==> src/adcsq_consts.svh <==
// Constants for the converter sequencer control block
// What the document asks of this block and of its software
// RULE1: One of eight inputs routed to converter
// RULE2: Selected pin forced input, writes ignored, reads 0
// RULE3: Unselected pins stay under port control
// RULE4: Code FF at upper, 00 at lower reference
// RULE5: Register write starts conversion, 16-17 clocks
// RULE6: Software sets converter clock near 1 MHz
// RULE7: Continuous mode overwrites result every conversion
// RULE8: Continuous runs until continuous bit cleared
// RULE9: Done flag set until result read
// RULE10: Single mode: one conversion per write
// RULE11: Software discards result of interrupted conversion
// RULE12: Irq enable raises request, not flag
// RULE13: Converter runs in wait, irq wakes
// RULE14: Software powers converter down before wait
// RULE15: Stop mode aborts conversion, converter inactive
// RULE16: Conversions resume after stop; allow settling
// RULE17: Five-bit channel codes, references, power off
// RULE18: Result read clears flag; flag zero with irq
// RULE19: Result read or control write clears irq
// RULE20: Prescaler 1,2,4,8,16; source select, reset oscillator
// RULE21: Control write restarts sequencer with new settings
`ifndef ADCSQ_CONSTS_SVH
`define ADCSQ_CONSTS_SVH
`define ADCSQ_ADDR_SC 2'h0
`define ADCSQ_ADDR_DATA 2'h1
`define ADCSQ_ADDR_CLK 2'h2
`define ADCSQ_CH_REFH 5'h1d
`define ADCSQ_CH_REFL 5'h1e
`define ADCSQ_CH_OFF 5'h1f
`define ADCSQ_CODE_FULL 8'hff
`define ADCSQ_CODE_ZERO 8'h00
`define ADCSQ_SC_RESET 8'h1f
`define ADCSQ_CLK_RESET 8'h00
`define ADCSQ_CONV_CYCLES 5'h10
`define ADCSQ_SAR_BITS 4'h8
`endif

==> src/adcsq_pkg.sv <==
// Types for the converter sequencer control block
package adcsq_pkg;
	typedef enum logic [1:0] {
		ADCSQ_IDLE = 2'b00,
		ADCSQ_CONV = 2'b01,
		ADCSQ_DONE = 2'b11
	} adcsq_state_type;
	typedef struct packed {
		logic [1:0] addr;
		logic [7:0] wdata;
		logic wr;
		logic rd;
	} adcsq_bus_type;
endpackage

==> src/adcsq_top.sv <==
// Converter sequencer: registers, prescaler, SAR sequencing, pin override
`timescale 1ns/100ps
`include "adcsq_consts.svh"
module adcsq_top #(
	parameter int CH_NUM = 8
) (
	// Clock and reset
	input wire logic clk_sys,
	input wire logic rst,
	// Register port
	input wire logic [1:0] reg_addr,
	input wire logic [7:0] reg_wdata,
	input wire logic reg_wr,
	input wire logic reg_rd,
	output logic [7:0] reg_rdata,
	// Clock sources and power modes
	input wire logic osc_clk_tick,
	input wire logic bus_clk_tick,
	input wire logic stop_mode,
	// Comparator from analog core: input above DAC level
	input wire logic comp_above,
	output logic [7:0] dac_code_q,
	output logic [4:0] mux_sel_q,
	output logic converter_on_q,
	// Port pins shared with the converter
	input wire logic [CH_NUM-1:0] port_out,
	input wire logic [CH_NUM-1:0] port_dir,
	input wire logic [CH_NUM-1:0] pin_in,
	output logic [CH_NUM-1:0] pin_out_q,
	output logic [CH_NUM-1:0] pin_oe_q,
	output logic [CH_NUM-1:0] port_read_q,
	// Completion request
	output logic conv_irq_q
);
	adcsq_pkg::adcsq_bus_type bus;
	adcsq_pkg::adcsq_state_type state_q;
	logic conv_done_flag_q, conv_irq_enable_q, continuous_conv_enable_q;
	logic [4:0] input_channel_select_q;
	logic [2:0] conv_clock_divider_q;
	logic conv_clock_source_select_q;
	logic [7:0] result_q, sar_q;
	logic [3:0] bit_q;
	logic [4:0] cyc_q;
	logic [3:0] pre_q;
	logic [3:0] pre_max;
	// Converter clock enable, strobes and the guarded end of a conversion
	logic src_tick, conv_tick, sc_wr, data_rd, conv_end;

	// Decode of prescaler field to terminal count
	function automatic logic [3:0] div_max(input logic [2:0] code);
		if (code[2])
			div_max = 4'hf; // RULE20
		else
			div_max = 4'((5'h1 << code[1:0]) - 5'h1);
	endfunction

	// True when the field names one of the external inputs
	function automatic logic is_pin(input logic [4:0] ch);
		is_pin = (ch[4:3] == 2'b00);
	endfunction

	// Bus fields gathered into one carrier, then decoded
	assign bus = '{addr: reg_addr, wdata: reg_wdata, wr: reg_wr, rd: reg_rd};
	assign sc_wr = bus.wr && (bus.addr == `ADCSQ_ADDR_SC);
	assign data_rd = bus.rd && (bus.addr == `ADCSQ_ADDR_DATA);
	assign pre_max = div_max(conv_clock_divider_q);
	assign src_tick = conv_clock_source_select_q ? bus_clk_tick : osc_clk_tick; // RULE20
	assign conv_tick = src_tick && (pre_q == pre_max);
	// A finish during stop is dropped; the sequencer reruns it afterwards
	assign conv_end = (state_q == adcsq_pkg::ADCSQ_DONE) && !stop_mode;

	////////////////////////////////////////////////////////////////////////////////
	// Status/control fields; a write here also kicks the sequencer
	always_ff @(posedge clk_sys or posedge rst)
	begin
		if (rst)
		begin
			input_channel_select_q <= `ADCSQ_CH_OFF;
			conv_irq_enable_q <= 1'b0;
			continuous_conv_enable_q <= 1'b0;
		end
		else if (sc_wr)
		begin
			// Bit 7 is read-only; writes to it are dropped
			input_channel_select_q <= bus.wdata[4:0]; // RULE17
			continuous_conv_enable_q <= bus.wdata[5];
			conv_irq_enable_q <= bus.wdata[6];
		end
	end

	// Clock register; reset leaves the oscillator selected
	always_ff @(posedge clk_sys or posedge rst)
	begin
		if (rst)
		begin
			conv_clock_divider_q <= 3'h0;
			conv_clock_source_select_q <= 1'b0; // RULE20
		end
		else if (bus.wr && bus.addr == `ADCSQ_ADDR_CLK)
		begin
			conv_clock_divider_q <= bus.wdata[7:5]; // RULE20
			conv_clock_source_select_q <= bus.wdata[4];
		end
	end

	// Prescaler; restarted on a control write so timing is clean
	always_ff @(posedge clk_sys or posedge rst)
	begin
		if (rst)
			pre_q <= 4'h0;
		else if (sc_wr || stop_mode)
			pre_q <= 4'h0;
		else if (src_tick)
			pre_q <= (pre_q == pre_max) ? 4'h0 : pre_q + 4'h1; // RULE20
	end

	////////////////////////////////////////////////////////////////////////////////
	// Sequencer: 16 converter clocks per conversion, two per bit
	always_ff @(posedge clk_sys or posedge rst)
	begin
		if (rst)
		begin
			state_q <= adcsq_pkg::ADCSQ_IDLE;
			cyc_q <= 5'h0;
			bit_q <= 4'h0;
			sar_q <= 8'h00;
		end
		else if (stop_mode)
		begin
			// Abort; a live conversion reruns from its first cycle after stop
			state_q <= (state_q == adcsq_pkg::ADCSQ_IDLE) ? adcsq_pkg::ADCSQ_IDLE
				: adcsq_pkg::ADCSQ_CONV; // RULE15 RULE16
			cyc_q <= 5'h0;
			bit_q <= 4'h0;
			sar_q <= 8'h80;
		end
		else if (sc_wr)
		begin
			// Abandon any conversion and restart with new settings
			state_q <= (bus.wdata[4:0] == `ADCSQ_CH_OFF) ? adcsq_pkg::ADCSQ_IDLE
				: adcsq_pkg::ADCSQ_CONV; // RULE5 RULE21
			cyc_q <= 5'h0;
			bit_q <= 4'h0;
			sar_q <= 8'h80;
		end
		else
		begin
			unique case (state_q)
				adcsq_pkg::ADCSQ_IDLE:
				begin
					cyc_q <= 5'h0;
				end
				adcsq_pkg::ADCSQ_CONV:
				begin
					if (conv_tick)
					begin
						cyc_q <= cyc_q + 5'h1;
						// Odd cycles resolve one bit, from MSB down
						if (cyc_q[0] && bit_q < `ADCSQ_SAR_BITS)
						begin
							sar_q <= (comp_above ? sar_q : sar_q & ~(8'h80 >> bit_q))
								| ((8'h80 >> bit_q) >> 1); // RULE4
							bit_q <= bit_q + 4'h1;
						end
						// Sixteen ticks; the last one also resolves bit zero
						if (cyc_q == `ADCSQ_CONV_CYCLES - 5'h1)
							state_q <= adcsq_pkg::ADCSQ_DONE; // RULE5
					end
				end
				adcsq_pkg::ADCSQ_DONE:
				begin
					cyc_q <= 5'h0;
					bit_q <= 4'h0;
					sar_q <= 8'h80;
					// Continuous mode starts the next one at once
					state_q <= continuous_conv_enable_q ? adcsq_pkg::ADCSQ_CONV
						: adcsq_pkg::ADCSQ_IDLE; // RULE8 RULE10
				end
				default:
					state_q <= adcsq_pkg::ADCSQ_IDLE;
			endcase
		end
	end

	// Result register, overwritten every conversion
	always_ff @(posedge clk_sys or posedge rst)
	begin
		if (rst)
			result_q <= 8'h00;
		else if (conv_end)
			result_q <= sar_q; // RULE7
	end

	////////////////////////////////////////////////////////////////////////////////
	// Done flag: setting wins over a same-cycle clear
	always_ff @(posedge clk_sys or posedge rst)
	begin
		if (rst)
			conv_done_flag_q <= 1'b0;
		else if (conv_end && !conv_irq_enable_q)
			conv_done_flag_q <= 1'b1; // RULE9
		else if (data_rd || conv_irq_enable_q)
			conv_done_flag_q <= 1'b0; // RULE18
	end

	// Request: set wins too, so a finished result is never lost
	always_ff @(posedge clk_sys or posedge rst)
	begin
		if (rst)
			conv_irq_q <= 1'b0;
		else if (conv_end && conv_irq_enable_q)
			conv_irq_q <= 1'b1; // RULE12 RULE13
		else if (data_rd || sc_wr)
			conv_irq_q <= 1'b0; // RULE19
	end

	// Read data, one cycle after the strobe
	always_ff @(posedge clk_sys or posedge rst)
	begin
		if (rst)
			reg_rdata <= 8'h00;
		else if (bus.rd)
		begin
			unique case (bus.addr)
				`ADCSQ_ADDR_SC:
					// Flag reads 0 the moment requests are enabled
					reg_rdata <= {conv_done_flag_q && !conv_irq_enable_q, conv_irq_enable_q, // RULE18
						continuous_conv_enable_q, input_channel_select_q};
				`ADCSQ_ADDR_DATA:
					reg_rdata <= result_q;
				`ADCSQ_ADDR_CLK:
					reg_rdata <= {conv_clock_divider_q, conv_clock_source_select_q, 4'h0};
				default:
					reg_rdata <= 8'h00;
			endcase
		end
		else
			reg_rdata <= 8'h00;
	end

	////////////////////////////////////////////////////////////////////////////////
	// Trial code and channel to the analog core
	always_ff @(posedge clk_sys or posedge rst)
	begin
		if (rst)
		begin
			dac_code_q <= 8'h00;
			mux_sel_q <= `ADCSQ_CH_OFF;
		end
		else
		begin
			// Lags the SAR by a cycle; bits resolve only every other tick
			dac_code_q <= sar_q;
			mux_sel_q <= input_channel_select_q; // RULE1 RULE17
		end
	end

	// Power: off code or stop mode shut the converter down
	always_ff @(posedge clk_sys or posedge rst)
	begin
		if (rst)
			converter_on_q <= 1'b0;
		else
			converter_on_q <= (input_channel_select_q != `ADCSQ_CH_OFF) && !stop_mode; // RULE15
	end

	// Pin override, one generate slice per shared pin
	genvar gi;
	generate
		for (gi = 0; gi < CH_NUM; gi++)
		begin : g_pin
			logic taken;
			assign taken = is_pin(input_channel_select_q)
				&& (input_channel_select_q[2:0] == 3'(gi));
			// Drive level: parked low while the converter owns the pin
			always_ff @(posedge clk_sys or posedge rst)
			begin
				if (rst)
					pin_out_q[gi] <= 1'b0;
				else
					pin_out_q[gi] <= taken ? 1'b0 : port_out[gi]; // RULE2 RULE3
			end

			// Enable: a selected pin is forced to input
			always_ff @(posedge clk_sys or posedge rst)
			begin
				if (rst)
					pin_oe_q[gi] <= 1'b0;
				else
					pin_oe_q[gi] <= taken ? 1'b0 : port_dir[gi]; // RULE2 RULE3
			end

			// Port read: the selected pin reads 0
			always_ff @(posedge clk_sys or posedge rst)
			begin
				if (rst)
					port_read_q[gi] <= 1'b0;
				else
					port_read_q[gi] <= taken ? 1'b0 : pin_in[gi]; // RULE2 RULE3
			end
		end
	endgenerate
endmodule

==> config.mk <==
export PLATFORM = sky130hd
export DESIGN_NAME = adcsq_top
export DESIGN_NICKNAME = d
export VERILOG_FILES = /design/src/adcsq_pkg.sv /design/src/adcsq_top.sv
export VERILOG_INCLUDE_DIRS = /design/src /design/src/src
export SDC_FILE = /design/constraint.sdc
export NUM_CORES = 1
export LEC_CHECK = 0
export BUFFER_PORTS_ARGS = -buffer_cell sky130_fd_sc_hd__buf_2
export CAP_MARGIN = 15
export CORE_MARGIN = 4
export CORE_UTILIZATION = 49
export DETAILED_ROUTE_END_ITERATION = 10
export PLACE_DENSITY = 0.79
export SLEW_MARGIN = 20
export SYNTH_ARGS = -nofsm -noshare
export SYNTH_HDL_FRONTEND = slang
export SYNTH_SLANG_ARGS = --single-unit
==> constraint.sdc <==
create_clock -name clk_sys -period 2.2 [get_ports clk_sys]
set_input_delay 0.11 -clock clk_sys [delete_from_list [all_inputs] [get_ports clk_sys]]
set_output_delay 0.11 -clock clk_sys [all_outputs]
set_load 0.01 [all_outputs]
==> run_results.csv, run 1 <==
group,metric,value,unit
run_status,outcome,"complete, no violations",
cts,clk_pin_slew,0.09,ns
synthesis,synth_seq_cells,90,
routing,dr.pass1.iters,4,
synthesis,yosys.area_share.simple,16.9,%
synthesis,syn_area,3990,um2
cells_and_area,final_cells,580,
floorplanning,die_h,98.3,um
place,place_area,4640,um2
setup_path,arrival,2.41,ns
setup_path,crit_required,2.48,ns
power,power.density,763,nW/um2
global_routing,gr-usage-met1,26.4,%
min_path,hold_class,"in2reg",
cts,cts_sinks,90,
synthesis,syn-num-nets,397,
routing,ant_nets,0,
synthesis,synth_top_family_by_area,"simple AND/OR/NAND/NOR gates",
synthesis,synthXorXnorAreaFrac,0.219,%
global_routing,grt_pass1_vias,3194,
place,dp_hpwl,6.70,mm
setup_path,slowest_delay,0.59,ns
setup_path,cp_top_family,"simple AND/OR/NAND/NOR gates",
sta,hold_violations,0,
global_routing,use_met2,33.2,%
synthesis,yosysWarnings,0,
floorplanning,coreArea,7810,um2
cells_and_area,nNetsFinal,528,
floorplanning,die-area,9650,um2
power,ir_drop,492,uV
place,place_inst,536,
sta,worst_slew_pin_slew,0.685,ns
setup_path,cp_num_buf_inv,0,
sta,rsz0062_at_grt,"true",
sta,setup_viol,0,
power,p_leak,2.45,nW
cts,clock_latency,0.36,ns
synthesis,synthAdderAreaFrac,4.08,%
setup_path,cp_max_fo,7,
routing,viasPerCell,5.39,
place,place_congestion,0.910,
sta,drv_slew,0,
routing,via_count,3129,
sta,slew_headroom,53.0,%
global_routing,grt.busiest_layer,"met2",
global_routing,antenna_found_initial,0,
routing,routed_wl,9.56,mm
setup_path,start_kind,"flop",
floorplanning,fp.dieW,98.3,um
cells_and_area,antenna_cells,0,
synthesis,synth_cell_types,54,
setup_path,slowest_stage,"or4_4",
synthesis,synthTopCellsByArea,"dfrtp_1 50%, dfstp_2 6.6%, mux2_2 6.5%",
global_routing,grt_pass1_wl,15.9,mm
global_routing,grt_usage,20.4,%
sta,max_freq,470,MHz
cts,cts_root_buf,"clkbuf_8",
cts,clk_path_buf_depth,2,
synthesis,synth-compound-area-share,10.4,%
cells_and_area,fillers,585,
synthesis,syn-mean-instance-area,11.7,um2
routing,initialDrtViolationCount,267,
cells_and_area,final_cell_area,5110,um2
run,drv_cap,0,
synthesis,synth.top_cells.by_count,"80 x dfrtp_1, 32 x nand2_1, 26 x and2_1, 23 x mux2_2, 20 x nor2_1",
place,io_buffers,88,
synthesis,async_flop_share,100,%
cells_and_area,area_delta_synth_final,28.1,%
synthesis,yosysTopAreaCellShare,50.2,%
synthesis,synthFlopType,"dfrtp_1",
setup_path,worstPathCellList,"or4_4 > a21oi_4 > o21ai_2 > or4_1 > a31oi_1",
sta,skew,0.0110,ns
cts,cts_buffers,9,
global_routing,grt-ovfl-total,0,
sta,finalCritPeriodShare,96.8,%
setup_path,crit_path_end_kind,"flop",
global_routing,met3_usage,4.86,%
cells_and_area,drive_gt1_share,33.9,%
synthesis,synth_edf_count,0,
sta,fin_crit,2.13,ns
routing,wire_per_inst,16.5,um
floorplanning,ios,89,
synthesis,synth_top_area_cell,"dfrtp_1",
synthesis,netlist_instances,342,
cts,cts_setup_buffers,0,
power,total_power,3.90,mW
cts,cts_tree,"built",
global_routing,grt_max_degree,91,
synthesis,muxShareOfSynthArea,9.75,%
routing,drc,0,
cts,h-tree-depth,3,
floorplanning,num_rows,32,
synthesis,ys_seq_area_share,56.7,%
setup_path,path_class,"reg2reg",
floorplanning,initial_core_util,51.1,%
synthesis,synth_most_common_cell,"dfrtp_1",
-- state kept, by name, indices dropped and copies added (netlist names), 2 cells and up --
| signal | count |
|---|---|
| dac_code_q | 8 |
| pin_oe_q | 8 |
| pin_out_q | 8 |
| port_read_q | 8 |
| reg_rdata | 8 |
| result_q | 8 |
| sar_q | 8 |
| cyc_q | 5 |
| input_channel_select_q | 5 |
| mux_sel_q | 5 |
| bit_q | 4 |
| pre_q | 4 |
| conv_clock_divider_q | 3 |
| state_q | 2 |
-- through the flow --
| step | worst slack [ns] | hold WS [ns] | util, % | TNS (ns) |
|---|---|---|---|---|
| 6_report | 0.0714 | 0.00993 | 65.5 | 0 |
| 5_1_grt | -0.0240 | -0.00289 | 65.5 | -0.0240 |
| 4_1_cts | 0.0476 | 0.00282 | 65.4 | 0 |
| 3_5_place_dp | 0.0533 | 0.292 | 59.4 | 0 |
| 3_3_place_gp | 0.106 | 0.270 | 59.4 | 0 |
| 2_1_floorplan | 0.215 | 0.176 | - | 0 |
-- logic make-up (layout without fill, tap and decap cells) --
kind of cell | after synthesis | in the layout
adders and majority gates | 13 | 13
DFF | 90 | 90
muxes | 36 | 36
xor gates and xnor gates | 1 | 1
AOI/OAI and AO/OA | 55 | 55
buffers and inverters | 20 | 156
and+or+nand+nor | 127 | 127
-- per-layer routing --
metal	part of all wire [%]	up-vias
met5	0	-
met4	3.3	0
met3	6.1	26
met2	49	116
met1	42	1515
li1	-	1472
-- path summary, 6_finish.rpt --
| check | depth (start not counted) | to | from | slack [ns] |
|---|---|---|---|---|
| worst max-delay path | 5 | cyc_q[3] | conv_clock_divider_q[0] | 0.07 |
| max in group asynchronous | 4 | input_channel_select_q[2] | rst | 1.41 |
| worst min-delay path | 2 | input_channel_select_q[0] | reg_wdata[0] | 0.01 |
| worst max register to register | 5 | cyc_q[3] | conv_clock_divider_q[0] | 0.07 |
| min in group asynchronous | 4 | dac_code_q[6] | rst | 0.43 |
| worst min register to register | 0 | mux_sel_q[4] | input_channel_select_q[4] | 0.40 |
-- final cells by class --
class,instances,area (um2),area share (%)
clock buffers,9,124,2.42
inverters,12,48.8,0.954
well taps,102,128,2.50
repair buffers,128,823,16.1
multi-input cells,232,1660,32.4
clock inverters,7,65.1,1.27
flip-flops and latches,90,2270,44.3
-- power breakdown --
part           leakage [nW]  internal [mW]  switching, mW
registers              1.14           1.83          0.123
logic                  1.22          0.388          0.493
clock network        0.0905          0.432          0.637
total                  2.45           2.65           1.25
-- timing repair --
action,CTS,global route
endpoints found under the hold margin,107,0
resized for setup,0,2
setup endpoints to repair,0,5
hold buffers,28,0
-- layout by cell type, fill, tap and decap left out, drive strengths merged, types with 3 or more instances in the layout --
| cell type | Yosys | layout |
|---|---|---|
| a21oi | 12 | 12 |
| a31oi | 6 | 6 |
| and2 | 26 | 26 |
| buf | 1 | 100 |
| clkbuf | 7 | 9 |
| clkinv | 0 | 3 |
| clkinvlp | 0 | 3 |
| dfrtp | 80 | 80 |
| dfstp | 10 | 10 |
| dlygate4sd3 | 0 | 28 |
| ha | 13 | 13 |
| inv | 12 | 13 |
| mux2 | 23 | 23 |
| mux2i | 13 | 13 |
| nand2 | 33 | 33 |
| nand3 | 9 | 9 |
| nand3b | 4 | 4 |
| nand4 | 4 | 4 |
| nor2 | 20 | 20 |
| nor2b | 9 | 9 |
| nor3 | 3 | 3 |
| nor3b | 4 | 4 |
| o211ai | 3 | 3 |
| o21ai | 10 | 10 |
| o311ai | 3 | 3 |
| or3 | 3 | 3 |
| or4 | 3 | 3 |
Note: power is estimated with default switching activity, not from simulation.
==> run 2: changes to the inputs <==
--- a/config.mk
+++ b/config.mk
@@ -10,6 +10,7 @@
 export CAP_MARGIN = 15
 export CORE_MARGIN = 4
 export CORE_UTILIZATION = 49
+export CTS_BUF_LIST = sky130_fd_sc_hd__clkbuf_16
 export DETAILED_ROUTE_END_ITERATION = 10
 export PLACE_DENSITY = 0.79
 export SLEW_MARGIN = 20
==> constraint.sdc (replaced) <==
create_clock -name clk_sys -period 2.2 [get_ports clk_sys]
set_input_delay 0.22 -clock clk_sys [delete_from_list [all_inputs] [get_ports clk_sys]]
set_output_delay 0.22 -clock clk_sys [all_outputs]
set_load 0.05 [all_outputs]
==> run 2 against run 1 <==
Against the previous run:
- the flow now finishes with violations (negative hold slack)
- sequential power barely moved
- via count fell by 3.1%
- combinational power rose by 22%
- power rose by 15%
- critical path type unchanged
- critical endpoint is now sar_q[3]
- largest cell class unchanged
- highest routed layer unchanged
==> run_results.csv, run 2 (synthesis results as in run 1) <==
group,metric,value,unit
run_status,outcome,"complete, but fails checks",
run_status,failed_checks,"negative hold slack",
sta,tns,0,ns
global_routing,antenna_found_initial,0,
setup_path,ff2ff_path_depth,5,
cts,cts_sinks,90,
cells_and_area,final-seq-area,2270,um2
setup_path,slowest_delay,0.59,ns
setup_path,cp_num_buf_inv,0,
setup_path,path_class,"reg2reg",
sta,slew_headroom,55.4,%
min_path,hold_class,"in2async",
sta,finalCritPeriodShare,98.1,%
place,place_congestion,0.896,
routing,via_count,3032,
place,dp_hpwl,6.76,mm
routing,routed_wl,9.31,mm
place,io_buffers,88,
floorplanning,die-area,9650,um2
cells_and_area,nNetsFinal,501,
floorplanning,fp.dieW,98.3,um
cells_and_area,fillers,602,
power,power.density,910,nW/um2
cts,clk_pin_slew,0.07,ns
floorplanning,num_rows,32,
cts,cts_tree,"built",
floorplanning,ios,89,
cts,cts_setup_buffers,0,
floorplanning,die_h,98.3,um
cells_and_area,antenna_cells,0,
global_routing,grt_usage,19.7,%
power,p_leak,2.38,nW
setup_path,arrival,2.38,ns
cells_and_area,final_cell_mix,"88 x buf_2, 79 x dfrtp_1, 32 x nand2_1",
global_routing,grt_pass1_wl,15.3,mm
setup_path,cp_max_fo,6,
sta,max_freq,463,MHz
routing,drc,0,
routing,wl_met3,522,um
global_routing,grt_pass1_vias,3169,
routing,initialDrtViolationCount,175,
floorplanning,coreArea,7810,um2
cts,h-tree-depth,3,
cts,cts_root_buf,"clkbuf_16",
cts,clock_latency,0.33,ns
sta,fin_crit,2.16,ns
sta,setup_slack,0.0408,ns
sta,worst_slew_pin_slew,0.651,ns
routing,ant_nets,0,
global_routing,grt-ovfl-total,0,
cells_and_area,final_common_cell,"buf_2",
sta,rsz0062_at_grt,"true",
routing,topRoutingLayerUsed,"met4",
sta,skew,0.00572,ns
cells_and_area,multiInputGateArea,1670,um2
setup_path,crit_path_end_kind,"flop",
sta,setup_viol,0,
setup_path,crit_required,2.42,ns
sta,fin_hold_ws,-0.00420,ns
routing,wl_met1,3.91,mm
setup_path,slowest_stage,"or4_4",
cells_and_area,drive_gt1_share,36.4,%
routing,wire_per_inst,16.8,um
cells_and_area,area_delta_synth_final,24.0,%
routing,viasPerCell,5.48,
power,ir_drop,393,uV
routing,wl_met2,4.64,mm
setup_path,start_kind,"flop",
sta,hold_violations,3,
routing,dr.pass1.iters,4,
setup_path,crit_cells,5,
sta,drv_slew,0,
setup_path,worstPathCellList,"or4_4 > a2111o_1 > a21oi_4 > o2bb2ai_1 > a41o_1",
place,place_ws,0.0590,ns
setup_path,cp_top_family,"compound AO/OA/AOI/OAI gates",
cts,cts_buffers,9,
floorplanning,initial_core_util,51.1,%
global_routing,grt_max_degree,91,
run,drv_cap,0,
cts,clk_path_buf_depth,2,
-- run 2: metrics by stage --
step                      util [%]  cell area (um2)  power, mW  std cells
after floorplan                  -             4000       2.71        342
after global placement        59.5             4640       3.01        537
after detailed placement      59.5             4640       3.05        537
after CTS                     63.2             4930       4.52        553
after global routing          63.4             4950       4.71        553
final                         63.4             4950       4.51        553
-- run 2: layer usage --
layer	GRT usage, %	up-vias
li1	-	1422
met1	25.4	1491
met2	32.2	100
met3	4.71	19
met4	7.67	0
met5	0	-
-- run 2: worst min-delay path, cell delays in order --
cell and delay, ns:
buf_2 0.11, clkinvlp_4 0.07, buf_12 0.35
-- run 2: repair_timing --
item | CTS | global route
hold buffers | 0 | 0
endpoints found under the setup margin | 0 | 8
gates resized for setup | 0 | 3
-- run 2: path summary, 6_finish.rpt --
path / from / to / slack (ns)
max in group asynchronous: rst / mux_sel_q[4] / 1.81
max reg2reg: conv_clock_divider_q[0] / sar_q[3] / 0.04
max: conv_clock_divider_q[0] / sar_q[3] / 0.04
min reg2reg: input_channel_select_q[0] / mux_sel_q[0] / 0.41
min in group clk_sys: pin_in[5] / port_read_q[5] / 0.09
min: rst / reg_rdata[5] / -0.004
-- run 2: report_power, final --
| part | internal [mW] | total, mW | switching [mW] | leakage, nW |
|---|---|---|---|---|
| Clock | 0.787 | 1.48 | 0.689 | 0.137 |
| Combinational | 0.360 | 1.08 | 0.719 | 1.11 |
| Sequential | 1.83 | 1.95 | 0.120 | 1.14 |
| Total | 2.98 | 4.51 | 1.53 | 2.38 |
-- run 2: final cells by class --
| type | instances | area share (%) |
|---|---|---|
| Sequential cell | 90 | 45.8 |
| Clock inverter | 7 | 1.31 |
| Timing Repair Buffer | 101 | 11.1 |
| Multi-Input combinational cell | 232 | 33.7 |
| Inverter | 12 | 0.986 |
| Clock buffer | 9 | 4.55 |
| Tap cell | 102 | 2.58 |
==> run 3: changes to the inputs <==
--- a/config.mk
+++ b/config.mk
@@ -6,13 +6,14 @@
 export SDC_FILE = /design/constraint.sdc
 export NUM_CORES = 1
 export LEC_CHECK = 0
-export BUFFER_PORTS_ARGS = -buffer_cell sky130_fd_sc_hd__buf_2
 export CAP_MARGIN = 15
 export CORE_MARGIN = 4
-export CORE_UTILIZATION = 49
+export CORE_UTILIZATION = 55
 export CTS_BUF_LIST = sky130_fd_sc_hd__clkbuf_16
+export CTS_CLUSTER_SIZE = 8
 export DETAILED_ROUTE_END_ITERATION = 10
-export PLACE_DENSITY = 0.79
+export DONT_BUFFER_PORTS = 1
+export PLACE_DENSITY = 0.76
 export SLEW_MARGIN = 20
 export SYNTH_ARGS = -nofsm -noshare
 export SYNTH_HDL_FRONTEND = slang
==> run 3 against run 2 <==
Against the previous run:
- the flow now finishes without violations
- final area fell by 6.4%
- core utilization up 3.7 points
- first-iteration DRC count increased by 2.3%
- register-to-register slack better by 0.07 ns
- clock skew increased by 0.0022 ns
==> run_results.csv, run 3 (synthesis results as in run 1) <==
group,metric,value,unit
cts,clk_path_buf_depth,2,
power,p_leak,2.06,nW
global_routing,grt-ovfl-total,0,
floorplanning,fp.dieW,93.2,um
cts,cts_tree,"built",
sta,worst_slew_pin_slew,0.664,ns
cts,h-tree-depth,3,
sta,fin_crit,2.09,ns
routing,wire_per_inst,19.1,um
routing,dr.pass1.iters,4,
cells_and_area,drive_gt1_share,20.3,%
place,place_congestion,0.918,
sta,finalCritPeriodShare,95.2,%
setup_path,slowest_stage,"or4_4",
setup_path,r2r_start,"conv_clock_divider_q[0]",
routing,drc,0,
global_routing,grt_pass1_vias,2832,
setup_path,r2r-end,"sar_q[1]",
place,dp_hpwl,6.33,mm
power,power.density,960,nW/um2
cells_and_area,antenna_cells,0,
setup_path,cp_max_fo,6,
cts,clk_pin_slew,0.07,ns
global_routing,grt_max_degree,45,
setup_path,path_class,"reg2reg",
cells_and_area,fillers,520,
setup_path,crit_path_end_kind,"flop",
routing,viasPerCell,5.87,
sta,fin_hold_ws,0.00636,ns
setup_path,cp_num_buf_inv,0,
floorplanning,initial_core_util,57.8,%
place,io_buffers,0,
setup_path,ff2ff_path_depth,5,
global_routing,grt_usage,21.7,%
cts,clock_latency,0.34,ns
cells_and_area,nNetsFinal,425,
run_status,outcome,"complete, no violations",
setup_path,slowest_delay,0.59,ns
sta,tns,0,ns
sta,hold_violations,0,
floorplanning,ios,89,
setup_path,arrival,2.32,ns
routing,ant_nets,0,
global_routing,grt_pass1_wl,14.6,mm
sta,max_freq,478,MHz
routing,initialDrtViolationCount,179,
setup_path,cp_top_family,"compound AO/OA/AOI/OAI gates",
setup_path,start_kind,"flop",
cts,cts_buffers,9,
run,drv_cap,0,
routing,routed_wl,8.98,mm
setup_path,worstPathCellList,"or4_4 > a2111o_1 > a21oi_4 > o2bb2ai_1 > a41o_1",
setup_path,r2r_slack,0.11,ns
min_path,holdCritStartpoint,"port_out[1]",
min_path,hold_class,"in2reg",
cells_and_area,post-route-util,67.1,%
sta,drv_slew,0,
cells_and_area,final_common_cell,"dfrtp_1",
cells_and_area,final_cell_mix,"80 x dfrtp_1, 32 x nand2_1, 26 x and2_1",
floorplanning,die_h,93.2,um
power,ir_drop,876,uV
setup_path,crit_required,2.43,ns
min_path,whs_path_depth,1,
cts,cts_root_buf,"clkbuf_16",
cells_and_area,area_delta_synth_final,16.1,%
floorplanning,num_rows,30,
cts,cts_sinks,90,
routing,via_count,2766,
sta,setup_viol,0,
floorplanning,die-area,8680,um2
sta,slew_headroom,54.5,%
floorplanning,coreArea,6910,um2
cells_and_area,final_cells,471,
sta,skew,0.00796,ns
global_routing,antenna_found_initial,0,
min_path,min_to,"pin_out_q[1]",
place,place_inst,443,
## run 3: worst reg2reg max path, cell delays in order (launching register included)
cell and delay [ns]:
dfrtp_1 0.43, or4_4 0.59, a2111o_1 0.46, a21oi_4 0.22, o2bb2ai_1 0.09, a41o_1 0.20
## run 3: how the worst max path moves through the flow
stage	start	to	cells after the start	slack [ns]
floorplan	conv_clock_divider_q[0]	sar_q[3]	5	0.22
finish	conv_clock_divider_q[0]	sar_q[1]	5	0.11
global route	pre_q[2]	sar_q[2]	6	-0.006
CTS	conv_clock_divider_q[0]	sar_q[1]	5	0.07
global placement	conv_clock_divider_q[0]	sar_q[1]	5	0.11
detailed placement	conv_clock_divider_q[0]	sar_q[1]	5	0.08
## run 3: power breakdown
part | switching, mW | internal, mW | total (mW) | leakage (nW)
logic | 0.410 | 0.305 | 0.715 | 0.782
registers | 0.402 | 1.83 | 2.23 | 1.14
clock network | 0.699 | 0.798 | 1.50 | 0.136
## run 3: area by class of cell
class                           count  area, um2  share of cell area (%)
Tap cell                           96        120                    2.59
Multi-Input combinational cell    232       1670                    36.1
Sequential cell                    90       2260                    48.9
Clock buffer                        9        225                    4.86
Clock inverter                      7       72.6                    1.57
Inverter                           12       48.8                    1.05
Timing Repair Buffer               25        230                    4.97
## run 3: per-stage QoR
stage / setup WS, ns / total power, mW / instance area (um2)
finish: 0.106 / 4.45 / 4630
global route: -0.00646 / 4.64 / 4630
CTS: 0.0675 / 4.46 / 4610
detailed placement: 0.0779 / 2.95 / 4200
global placement: 0.110 / 2.92 / 4200
floorplan: 0.215 / 2.71 / 4000
## run 3: repair_timing
action,4_1_cts,5_1_grt
hold endpoints to repair,34,0
buffers inserted,0,0
endpoints found under the setup margin,0,4
hold buffers,12,0
resized for setup,0,3
## run 3: routing by layer
layer	vias to the layer above	global-route usage, %	part of all wire (%)	routed length (um)
met5	-	0	0	0
met4	0	7.45	1.7	151
met3	16	6.19	6.6	592
met2	95	35.8	51	4570
met1	1390	27.5	41	3670
li1	1265	-	-	-
